$ cat src/design/ivr_regs.svh
/*
  register map, field positions, reset values and timing counts of the
  interrupt vector relocation block; assumes a 10 MHz core clock.
*/
`ifndef IVR_REGS_SVH
`define IVR_REGS_SVH

`define IVR_CTRL_ADDR      8'H35
`define IVR_CTRL_RESET     8'H00
`define IVR_BIT_UNLOCK     0
`define IVR_BIT_SELECT     1
`define IVR_READ_ZERO      8'H00
`define IVR_CLK_NS         100
`define IVR_WINDOW_CYCLES  3'H4
`define IVR_HOLD_CYCLES    3'H2
`define IVR_CNT_ONE        3'H1
`define IVR_CNT_ZERO       3'H0
`define IVR_FLASH_WORDS_S  16'H4000
`define IVR_FLASH_WORDS_L  16'H8000
`define IVR_BOOT_MIN_WORDS 16'H0100
`define IVR_VECTOR_OFFSET  16'H0002
`define IVR_ADDR_ZERO      16'H0000
`define IVR_FUSE_IDLE      5'H1F
`define IVR_BOOT_SIZE_MAX  2'H3

`endif

$ cat src/design/ivr_pkg.sv
/*
  types shared by the interrupt vector relocation block;
  assumes ivr_regs.svh supplies all numeric constants.
*/
package ivr_pkg;
    // phase of the unlock and relocation sequence
    typedef enum logic [1:0] {
        WIN_IDLE,
        WIN_OPEN,
        WIN_HOLD
    } winState_type;
endpackage

$ cat src/design/interrupt_vector_relocation.sv
/*
  interrupt vector relocation: control register, timed unlock of the
  vector select bit, interrupt blocking and reset/vector addresses.
  assumes a single 10 MHz core clock, a plain register port driven on that
  clock, fuse and lock bits from outside the clock domain (active low,
  0 = programmed) and a word program counter on the core clock.
*/
// Our own choice: the strobed register port.
`timescale 1ns/1ps
`include "ivr_regs.svh"

module interrupt_vector_relocation #(
    parameter bit LARGE_FLASH = 1'b0
) (
    // clock and reset
    input  wire logic        sys_clk,
    input  wire logic        sys_rst,
    // register port
    input  wire logic [7:0]  regAddr,
    input  wire logic [7:0]  regWdata,
    input  wire logic        regWrite,
    input  wire logic        regRead,
    output logic      [7:0]  regRdata,
    // fuses and lock bits, active low
    input  wire logic        bootResetFuse,
    input  wire logic [1:0]  bootSizeFuses,
    input  wire logic        appSectionLockBit,
    input  wire logic        bootSectionLockBit,
    // core execution state
    input  wire logic [15:0] progCounter,
    // placement and blocking
    output logic             vectorTableSelect,
    output logic             vectorChangeUnlock,
    output logic [15:0]      vectorStart,
    output logic [15:0]      resetAddress,
    output logic             interruptBlock
);

    // fuse pins are static but asynchronous: three stages, agree to accept
    logic [4:0] syncA;
    logic [4:0] syncB;
    logic [4:0] syncC;
    logic [4:0] fuseState;
    logic       windowWrite;
    logic       ctrlWrite;
    logic       ctrlRead;
    logic       wantUnlock;
    logic [2:0] cnt;
    logic [2:0] next_cnt;
    logic       next_unlock;
    logic       next_select;
    logic [15:0] bootStart;
    logic       inBoot;
    logic       lockBlock;
    ivr_pkg::winState_type state;
    ivr_pkg::winState_type next_state;

    // boot section start from flash size and boot-size fuses
    // the boot section sits at the top of flash and halves per size step
    function automatic logic [15:0] boot_start(input logic [1:0] size);
        logic [15:0] words;
        words = LARGE_FLASH ? `IVR_FLASH_WORDS_L : `IVR_FLASH_WORDS_S;
        return words - (`IVR_BOOT_MIN_WORDS << (`IVR_BOOT_SIZE_MAX - size));
    endfunction

    // three-stage sampling of fuse and lock pins
    always_ff @(posedge sys_clk) begin
        if (sys_rst) begin
            syncA <= `IVR_FUSE_IDLE;
            syncB <= `IVR_FUSE_IDLE;
            syncC <= `IVR_FUSE_IDLE;
        end else begin
            syncA <= {bootResetFuse, bootSizeFuses, appSectionLockBit, bootSectionLockBit};
            syncB <= syncA;
            syncC <= syncB;
        end
    end

    // accepted fuse value, updated per bit when stages two and three agree
    // a pin caught mid-change simply waits one more cycle before it counts
    always_ff @(posedge sys_clk) begin
        if (sys_rst) begin
            fuseState <= `IVR_FUSE_IDLE;
        end else begin
            for (int i = 0; i < 5; i++) begin
                if (syncB[i] == syncC[i]) begin
                    fuseState[i] <= syncC[i];
                end
            end
        end
    end

    assign ctrlWrite  = regWrite && (regAddr == `IVR_CTRL_ADDR);
    assign ctrlRead   = regRead && (regAddr == `IVR_CTRL_ADDR);
    assign wantUnlock = regWdata[`IVR_BIT_UNLOCK];
    // select write accepted only while the window is open
    assign windowWrite = ctrlWrite && !wantUnlock && (state == ivr_pkg::WIN_OPEN);

    // sequence next state: open, hold after select, timeout
    always_comb begin
        next_state  = state;
        next_cnt    = cnt;
        next_unlock = vectorChangeUnlock;
        next_select = vectorTableSelect;
        // a fresh unlock write wins over the timeout: set beats clear
        if (ctrlWrite && wantUnlock) begin
            next_state  = ivr_pkg::WIN_OPEN;
            next_cnt    = `IVR_WINDOW_CYCLES;
            next_unlock = 1'b1;
        end else if (windowWrite) begin
            next_select = regWdata[`IVR_BIT_SELECT];
            next_unlock = 1'b0;
            next_state  = ivr_pkg::WIN_HOLD;
            next_cnt    = `IVR_HOLD_CYCLES;
        end else if (state != ivr_pkg::WIN_IDLE) begin
            if (cnt == `IVR_CNT_ONE) begin
                next_state  = ivr_pkg::WIN_IDLE;
                next_cnt    = `IVR_CNT_ZERO;
                next_unlock = 1'b0;
            end else begin
                next_cnt = cnt - `IVR_CNT_ONE;
            end
        end
        case (next_state)
            ivr_pkg::WIN_IDLE: next_unlock = 1'b0;
            ivr_pkg::WIN_OPEN: next_unlock = next_unlock;
            ivr_pkg::WIN_HOLD: next_unlock = 1'b0;
            default:           next_unlock = 1'b0;
        endcase
    end

    // sequence state and counter
    always_ff @(posedge sys_clk) begin
        if (sys_rst) begin
            state <= ivr_pkg::WIN_IDLE;
            cnt   <= `IVR_CNT_ZERO;
        end else begin
            state <= next_state;
            cnt   <= next_cnt;
        end
    end

    // control register bits
    always_ff @(posedge sys_clk) begin
        if (sys_rst) begin
            vectorTableSelect  <= 1'(`IVR_CTRL_RESET >> `IVR_BIT_SELECT);
            vectorChangeUnlock <= 1'(`IVR_CTRL_RESET >> `IVR_BIT_UNLOCK);
        end else begin
            vectorTableSelect  <= next_select;
            vectorChangeUnlock <= next_unlock;
        end
    end

    // register read data, one cycle after the strobe
    always_ff @(posedge sys_clk) begin
        if (sys_rst) begin
            regRdata <= `IVR_READ_ZERO;
        end else if (ctrlRead) begin
            regRdata <= `IVR_READ_ZERO;
            regRdata[`IVR_BIT_SELECT] <= vectorTableSelect;
            regRdata[`IVR_BIT_UNLOCK] <= vectorChangeUnlock;
        end else begin
            regRdata <= `IVR_READ_ZERO;
        end
    end

    // lock-bit blocking depends on vector placement and executing section
    assign bootStart = boot_start(fuseState[3:2]);
    assign inBoot    = progCounter >= bootStart;
    assign lockBlock = (vectorTableSelect && !fuseState[1] && !inBoot)
                    || (!vectorTableSelect && !fuseState[0] && inBoot);

    // servicing block only; the global enable lives elsewhere, untouched
    always_ff @(posedge sys_clk) begin
        if (sys_rst) begin
            interruptBlock <= 1'b0;
        end else begin
            interruptBlock <= (next_state != ivr_pkg::WIN_IDLE) || lockBlock;
        end
    end

    // reset entry and vector table start
    always_ff @(posedge sys_clk) begin
        if (sys_rst) begin
            vectorStart  <= `IVR_VECTOR_OFFSET;
            resetAddress <= `IVR_ADDR_ZERO;
        end else begin
            vectorStart  <= (next_select ? bootStart : `IVR_ADDR_ZERO)
                          + `IVR_VECTOR_OFFSET;
            resetAddress <= fuseState[4] ? `IVR_ADDR_ZERO : bootStart;
        end
    end
endmodule // interrupt_vector_relocation

$ cat config.mk
export PLATFORM = sky130hd
export DESIGN_NAME = interrupt_vector_relocation
export DESIGN_NICKNAME = d
export VERILOG_FILES = /design/src/design/ivr_pkg.sv /design/src/design/interrupt_vector_relocation.sv
export VERILOG_INCLUDE_DIRS = /design/src /design/src/design
export SDC_FILE = /design/constraint.sdc
export NUM_CORES = 1
export LEC_CHECK = 0
export ABC_AREA = 1
export BUFFER_PORTS_ARGS = -buffer_cell sky130_fd_sc_hd__buf_2
export CAP_MARGIN = 20
export CORE_MARGIN = 4
export CORE_UTILIZATION = 50
export CTS_CLUSTER_SIZE = 25
export DETAILED_ROUTE_END_ITERATION = 10
export GPL_ROUTABILITY_DRIVEN = 1
export GPL_TIMING_DRIVEN = 1
export HOLD_SLACK_MARGIN = 0.03
export PLACE_DENSITY = 0.84
export SYNTH_ARGS = -nofsm -noshare
export SYNTH_HDL_FRONTEND = slang
export SYNTH_SLANG_ARGS = --single-unit
export TNS_END_PERCENT = 100
$ cat constraint.sdc
create_clock -name sys_clk -period 3.7 [get_ports sys_clk]
set_input_delay 0.555 -clock sys_clk [delete_from_list [all_inputs] [get_ports sys_clk]]
set_output_delay 0.555 -clock sys_clk [all_outputs]
set_load 0.02 [all_outputs]
# ---- Yosys cells after proc, flatten, opt, wreduce, memory -nomap -nowiden
# Cells that the tools add are included.
dict set report classes {
  addsub 4
  muxes 15
  eq_ne 9
  bitwise_logic 2
  n_shift 1
  n_reduce_logical 27
  mul 0
  magnitude_cmp 1
  div 0
}
# op count
set ops {}
lappend ops {{adder 16 x 2 -> 16 bit (second input constant)} 1}
lappend ops {{>= comparator 16 bit} 1}
lappend ops {{2-to-1 mux 16 bit} 1}
lappend ops {{left shift 9 x 2 -> 16 bit (first input constant)} 1}
lappend ops {{subtractor 15 x 16 -> 16 bit (first input constant)} 1}
lappend ops {{2-to-1 mux 3 bit} 4}
lappend ops {{logical AND 1 bit} 9}
lappend ops {{equality test 8 x 6 -> 1 bit (second input constant)} 1}
lappend ops {{2-to-1 mux 2 bit} 4}
lappend ops {{OR reduction 2 bit} 4}
lappend ops {{2-to-1 mux 1 bit} 6}
lappend ops {{nonzero test 2 bit} 3}
lappend ops {{nonzero test 3 bit} 2}
lappend ops {{equality test 1 bit} 5}
lappend ops {{logical NOT 1 bit} 5}
lappend ops {{equality test 2 x 1 -> 1 bit (second input constant)} 2}
lappend ops {{equality test 3 x 1 -> 1 bit (second input constant)} 1}
lappend ops {{OR reduction 3 bit} 1}
lappend ops {{subtractor 3 x 1 -> 3 bit (second input constant)} 1}
lappend ops {{logical OR 1 bit} 2}
lappend ops {{NOT 1 bit} 2}
lappend ops {{AND reduction 2 bit} 1}
lappend ops {{subtractor 2 bit (first input constant)} 1}
dict set report word_totals {
  memories 0
  latch_bits 0
  ram_bits 0
  word_cells 78
  output_inout_bits 43
  register_bits 68
  romBits 0
}

# ---- Depth between registers and ports, before layout
dict set report logic_depth {
  ltp_word 9
  mapped_depth 14
}

# ---- Least setup slack after synthesis
# Ideal clock, no wire load.
dict set report synth_path {
  path_type {register -> register}
  start {reg fuseState[3]}
  end {reg interruptBlock}
  slack_ps 2022
  arrival_ps 1546
  required_time_ps 3568
  n_path_buf 0
  path_stages_with_launch 13
  setup_time_ps 132
  cell_sequence {dfxtp_1 nand2_1 ha_1 inv_1 ha_1 nand2_1 nand2_1 nand2_1 nand3_1 nand2_1 nand3_1 nand2_1 a21oi_1}
}
dict set report synth_between {
  elab_chain_len 8
  elab_cells_between_ends 9
  classes_between {2 x add/sub; 1 x order compare; 1 x shift; 5 x reduce/logical}
}
# item line
set synth_rtl {}
lappend synth_rtl {{start, declared} interrupt_vector_relocation.sv:43} ;# logic [4:0] fuseState;
lappend synth_rtl {{start signal, assigned} interrupt_vector_relocation.sv:83} ;# fuseState <= `IVR_FUSE_IDLE;
lappend synth_rtl {{start signal, assigned by index} interrupt_vector_relocation.sv:87} ;# fuseState[i] <= syncC[i];
lappend synth_rtl {{subtractor 2 bit (no line) *} --}
lappend synth_rtl {{left shift 9 x 2 -> 16 bit (no line) *} --}
lappend synth_rtl {{subtractor 15 x 16 -> 16 bit *} interrupt_vector_relocation.sv:63} ;# return words - (`IVR_BOOT_MIN_WORDS << (`IVR_BOOT_SIZE_MAX - size));
lappend synth_rtl {{net bootStart[9]} interrupt_vector_relocation.sv:52} ;# logic [15:0] bootStart;
lappend synth_rtl {{>= comparator 16 bit *} interrupt_vector_relocation.sv:169} ;# assign inBoot = progCounter >= bootStart;
lappend synth_rtl {{logical NOT 1 bit} interrupt_vector_relocation.sv:170} ;# assign lockBlock = (vectorTableSelect && !fuseState[1] && !inBoot)
lappend synth_rtl {{logical AND 1 bit} interrupt_vector_relocation.sv:170}
lappend synth_rtl {{logical OR 1 bit *} interrupt_vector_relocation.sv:171} ;# || (!vectorTableSelect && !fuseState[0] && inBoot);
lappend synth_rtl {{logical OR 1 bit *} interrupt_vector_relocation.sv:178} ;# interruptBlock <= (next_state != ivr_pkg::WIN_IDLE) || lockBlock;
lappend synth_rtl {{end signal, assigned} interrupt_vector_relocation.sv:178}
lappend synth_rtl {{end, declared} interrupt_vector_relocation.sv:36} ;# output logic interruptBlock
# The timed path passes the listed nets; every way through them passes the cells marked *.
# A chain may end at the register's enable or synchronous reset.

# ---- Worst setup path after layout
# Same ends and word-level chain as after synthesis.

==> metrics.csv <==
stage,metric,value,unit
yosys,share of Yosys cell area claimed by the top area cell type,47.31,%
timing,skew final,3.883,ps
clocking,Clock transition at path regs,80,ps
die,die height,69.02,um
setup_path,critical path endpoint category,flop,
yosys,"Distinct cells, synth",24,
setup_path,"Slowest-stage cell, CP",dfxtp_1,
die,starting density of the core,53.68,%
yosys,"count leader, synth",dfxtp_1,
final_layout,share of layout cells above drive strength 1,33.21,%
setup_path,Worst path max stage delay,390,ps
die,CORE AREA,0.003468,mm^2
global_route,initial antenna violation count,0,
clocking,# clock sinks,44,
timing,Min Hold Slack,410.8,ps
yosys,top cell type by total area after synthesis,dfxtp_1,
route,DRT Wirelength,2832,um
global_route,largest net degree at the start of global routing,28,
worst_hold_path,Worst Hold Class,flop to flop,
global_route,gr usage total,12.40,%
setup_path,CP bufs+invs,1,
setup_path,WP data arrival,2120,ps
timing,period utilization,51.09,%
yosys,sequential share of the synthesized area,47.31,%
worst_hold_path,Hold Crit Start,syncA[2],
yosys,Mean Syn Cell Area,8.540,um^2
global_route,number of global-route vias before repair,1150,
yosys,Cells after Synth,218,
place,dpl hpwl,2180,um
yosys,Post-synth EDFFs,0,
timing,fin worst setup slack,1810,ps
setup_path,Crit Path Max Fanout,5,
place,GP Congestion,0.7108,
clocking,CTS buffer count,5,
place,post-place setup slack,1854,ps
final_layout,fin nets,317,
yosys,mapped cell area,0.001862,mm^2
final_layout,final instance area,0.002141,mm^2
die,Die ar.,0.004764,mm^2
clocking,Post CTS Setup Buffer Count,0,
timing,crit path time final,1890,ps
global_route,gr ovfl total,0,
worst_hold_path,Hold Path Stages,1,
clocking,cts hold-fix bufs,0,
clocking,CTS tree,done,
final_layout,area delta synth->final,14.99,%
route,drt pass-1 iters,4,
clocking,H-Tree Depth,2,
setup_path,Crit path required time,3930,ps
route,Via density,4.220,
setup_path,"reg-to-reg slack, setup",1810,ps
route,1st-iter DRT viols,66,
setup_path,critical path type,flop to flop,
power,peak supply drop,267.2,uV
die,io pins,84,
yosys,ys async rst share,0,%
timing,Setup TNS,0,ps
power,Leakage,0.001122,uW
power,pwr dens,397.8,mW/mm^2
timing,RSZ-0062 raised after global routing,no,
setup_path,cells along the critical path,"nand2_1, ha_1, inv_1, ha_1, nand2_1, nand2_1, nand2_1, nand3_1, nand2_1, nand2_1, nand2_1, nand2_1, a21oi_1",
clocking,Resized cells post-CTS,0,
yosys,synth warn,0,
setup_path,CP dominant cell by count,nand2_1,
timing,"Hold Violations, Final",0,
clocking,clk root buf,clkbuf_8,
yosys,ys flop type,dfxtp_1,
route,"antenna viol nets, final",0,
yosys,Synth top cells by count,"dfxtp_1, nand2_1, buf_4, inv_1",
die,Die Span X,69.02,um
final_layout,Antenna Cells,0,
route,DR vias,1325,
die,num rows,21,
setup_path,Reg2Reg Depth,13,
route,DRC,0,
timing,Max Fclk,0.5290,GHz
route,WL/cell,9.019,um
timing,"Slew Viols, Final",0,
worst_hold_path,worst-case hold path end point,syncB[2],
clocking,Clock Latency Late Sink,290,ps
clocking,maximum clock path buffer count,2,
setup_path,critical path's top delay family,simple AND/OR/NAND/NOR gates,
global_route,first-pass GRT wire length,4823,um
yosys,Synth Register Bits,44,
status,run status,finished clean,
job,MaxCap Viol Count,0,
setup_path,Worst Setup Start Kind,flop,
timing,# setup viols final,0,
yosys,Synth area leaders,"dfxtp_1, buf_4, nand2_1",
setup_path,worst r2r src,fuseState[3],
setup_path,R2R Path End,interruptBlock,
place,dpl cell area,0.002043,mm^2
place,Port Buffers,45,
==> metal layers <==
layer,wire (um),vias to the layer above,track usage [%]
met3,277,4,5.378
met1,1229,555,14.35
met5,0,-,0
met2,1273,51,19.60
met4,52,0,5.857
li1,-,715,-
==> power by group <==
| group | internal (uW) | switching (uW) | leakage [uW] |
|---|---|---|---|
| Clock | 151 | 156 | 0.0000434 |
| Combinational | 20.6 | 41.7 | 0.000721 |
| Sequential | 480 | 2.35 | 0.000358 |
| Total | 652 | 200 | 0.00112 |
==> layout by cell type, fill, tap and decap left out <==
cell type / n
a21oi_1: 11
o22ai_1: 1
a211oi_1: 1
inv_1: 23
buf_2: 45
clkinvlp_4: 2
clkbuf_8: 6
nor2_1: 17
dfxtp_1: 44
a21boi_0: 1
xor2_1: 1
or2_2: 17
nand3_4: 2
ha_1: 9
nor2_4: 1
conb_1: 26
o21ai_0: 4
nand3_1: 7
inv_2: 4
nor2_2: 8
nand2_1: 32
nor3_1: 2
nor3_2: 1
nand2_2: 2
or2_4: 1
==> registers in the layout, summed over array words and instances (netlist names) <==
register            flops
cnt                     3
fuseState               5
interruptBlock          1
regRdata                2
resetAddress            7
state                   2
syncA                   5
syncB                   5
syncC                   5
vectorChangeUnlock      1
vectorStart             7
vectorTableSelect       1
==> metrics by stage <==
stage               cells  util (%)  power [uW]
floorplan             242         -       556.4
CTS                   314     61.72       860.2
detailed placement    306     58.91       555.4
global route          314     61.72       893.4
finish                314     61.72       851.7
global placement      306     58.91       553.9
==> worst max-delay path by stage <==
stage,end,slack (ps),cells after the start,start
after CTS,interruptBlock,1820,13,fuseState[3]
after floorplan,interruptBlock,2020,12,fuseState[3]
after detailed placement,interruptBlock,1850,12,fuseState[3]
final,interruptBlock,1810,13,fuseState[3]
after global placement,interruptBlock,1880,12,fuseState[3]
after global routing,interruptBlock,1660,13,fuseState[3]
==> worst reg2reg max path, cell delays in order (launching register included) <==
cell and delay, ps:
dfxtp_1 390, nand2_1 150, ha_1 340, inv_1 110, ha_1 250, nand2_1 60, nand2_1 40, nand2_1 50
nand3_1 70, nand2_1 80, nand2_1 60, nand2_1 70, nand2_1 50, a21oi_1 110
==> final cells by class <==
| cell class | count | area (um^2) |
|---|---|---|
| Clock buffer | 6 | 82.58 |
| Clock inverter | 2 | 15.01 |
| Fill cell | 306 | 1328 |
| Inverter | 27 | 101.3 |
| Multi-Input combinational cell | 144 | 778.2 |
| Sequential cell | 44 | 880.8 |
| Tap cell | 46 | 57.56 |
| Timing Repair Buffer | 45 | 225.2 |
==> cell families after synthesis <==
| family | share of synthesized area (%) |
|---|---|
| other cells | 0.4034 |
| simple gates | 24.87 |
| flops | 47.31 |
| xor+xnor | 0.4705 |
| buf+inv | 15.73 |
| fa+ha+maj | 6.048 |
| compound gates | 5.175 |
(Power assumes the default switching activity.)
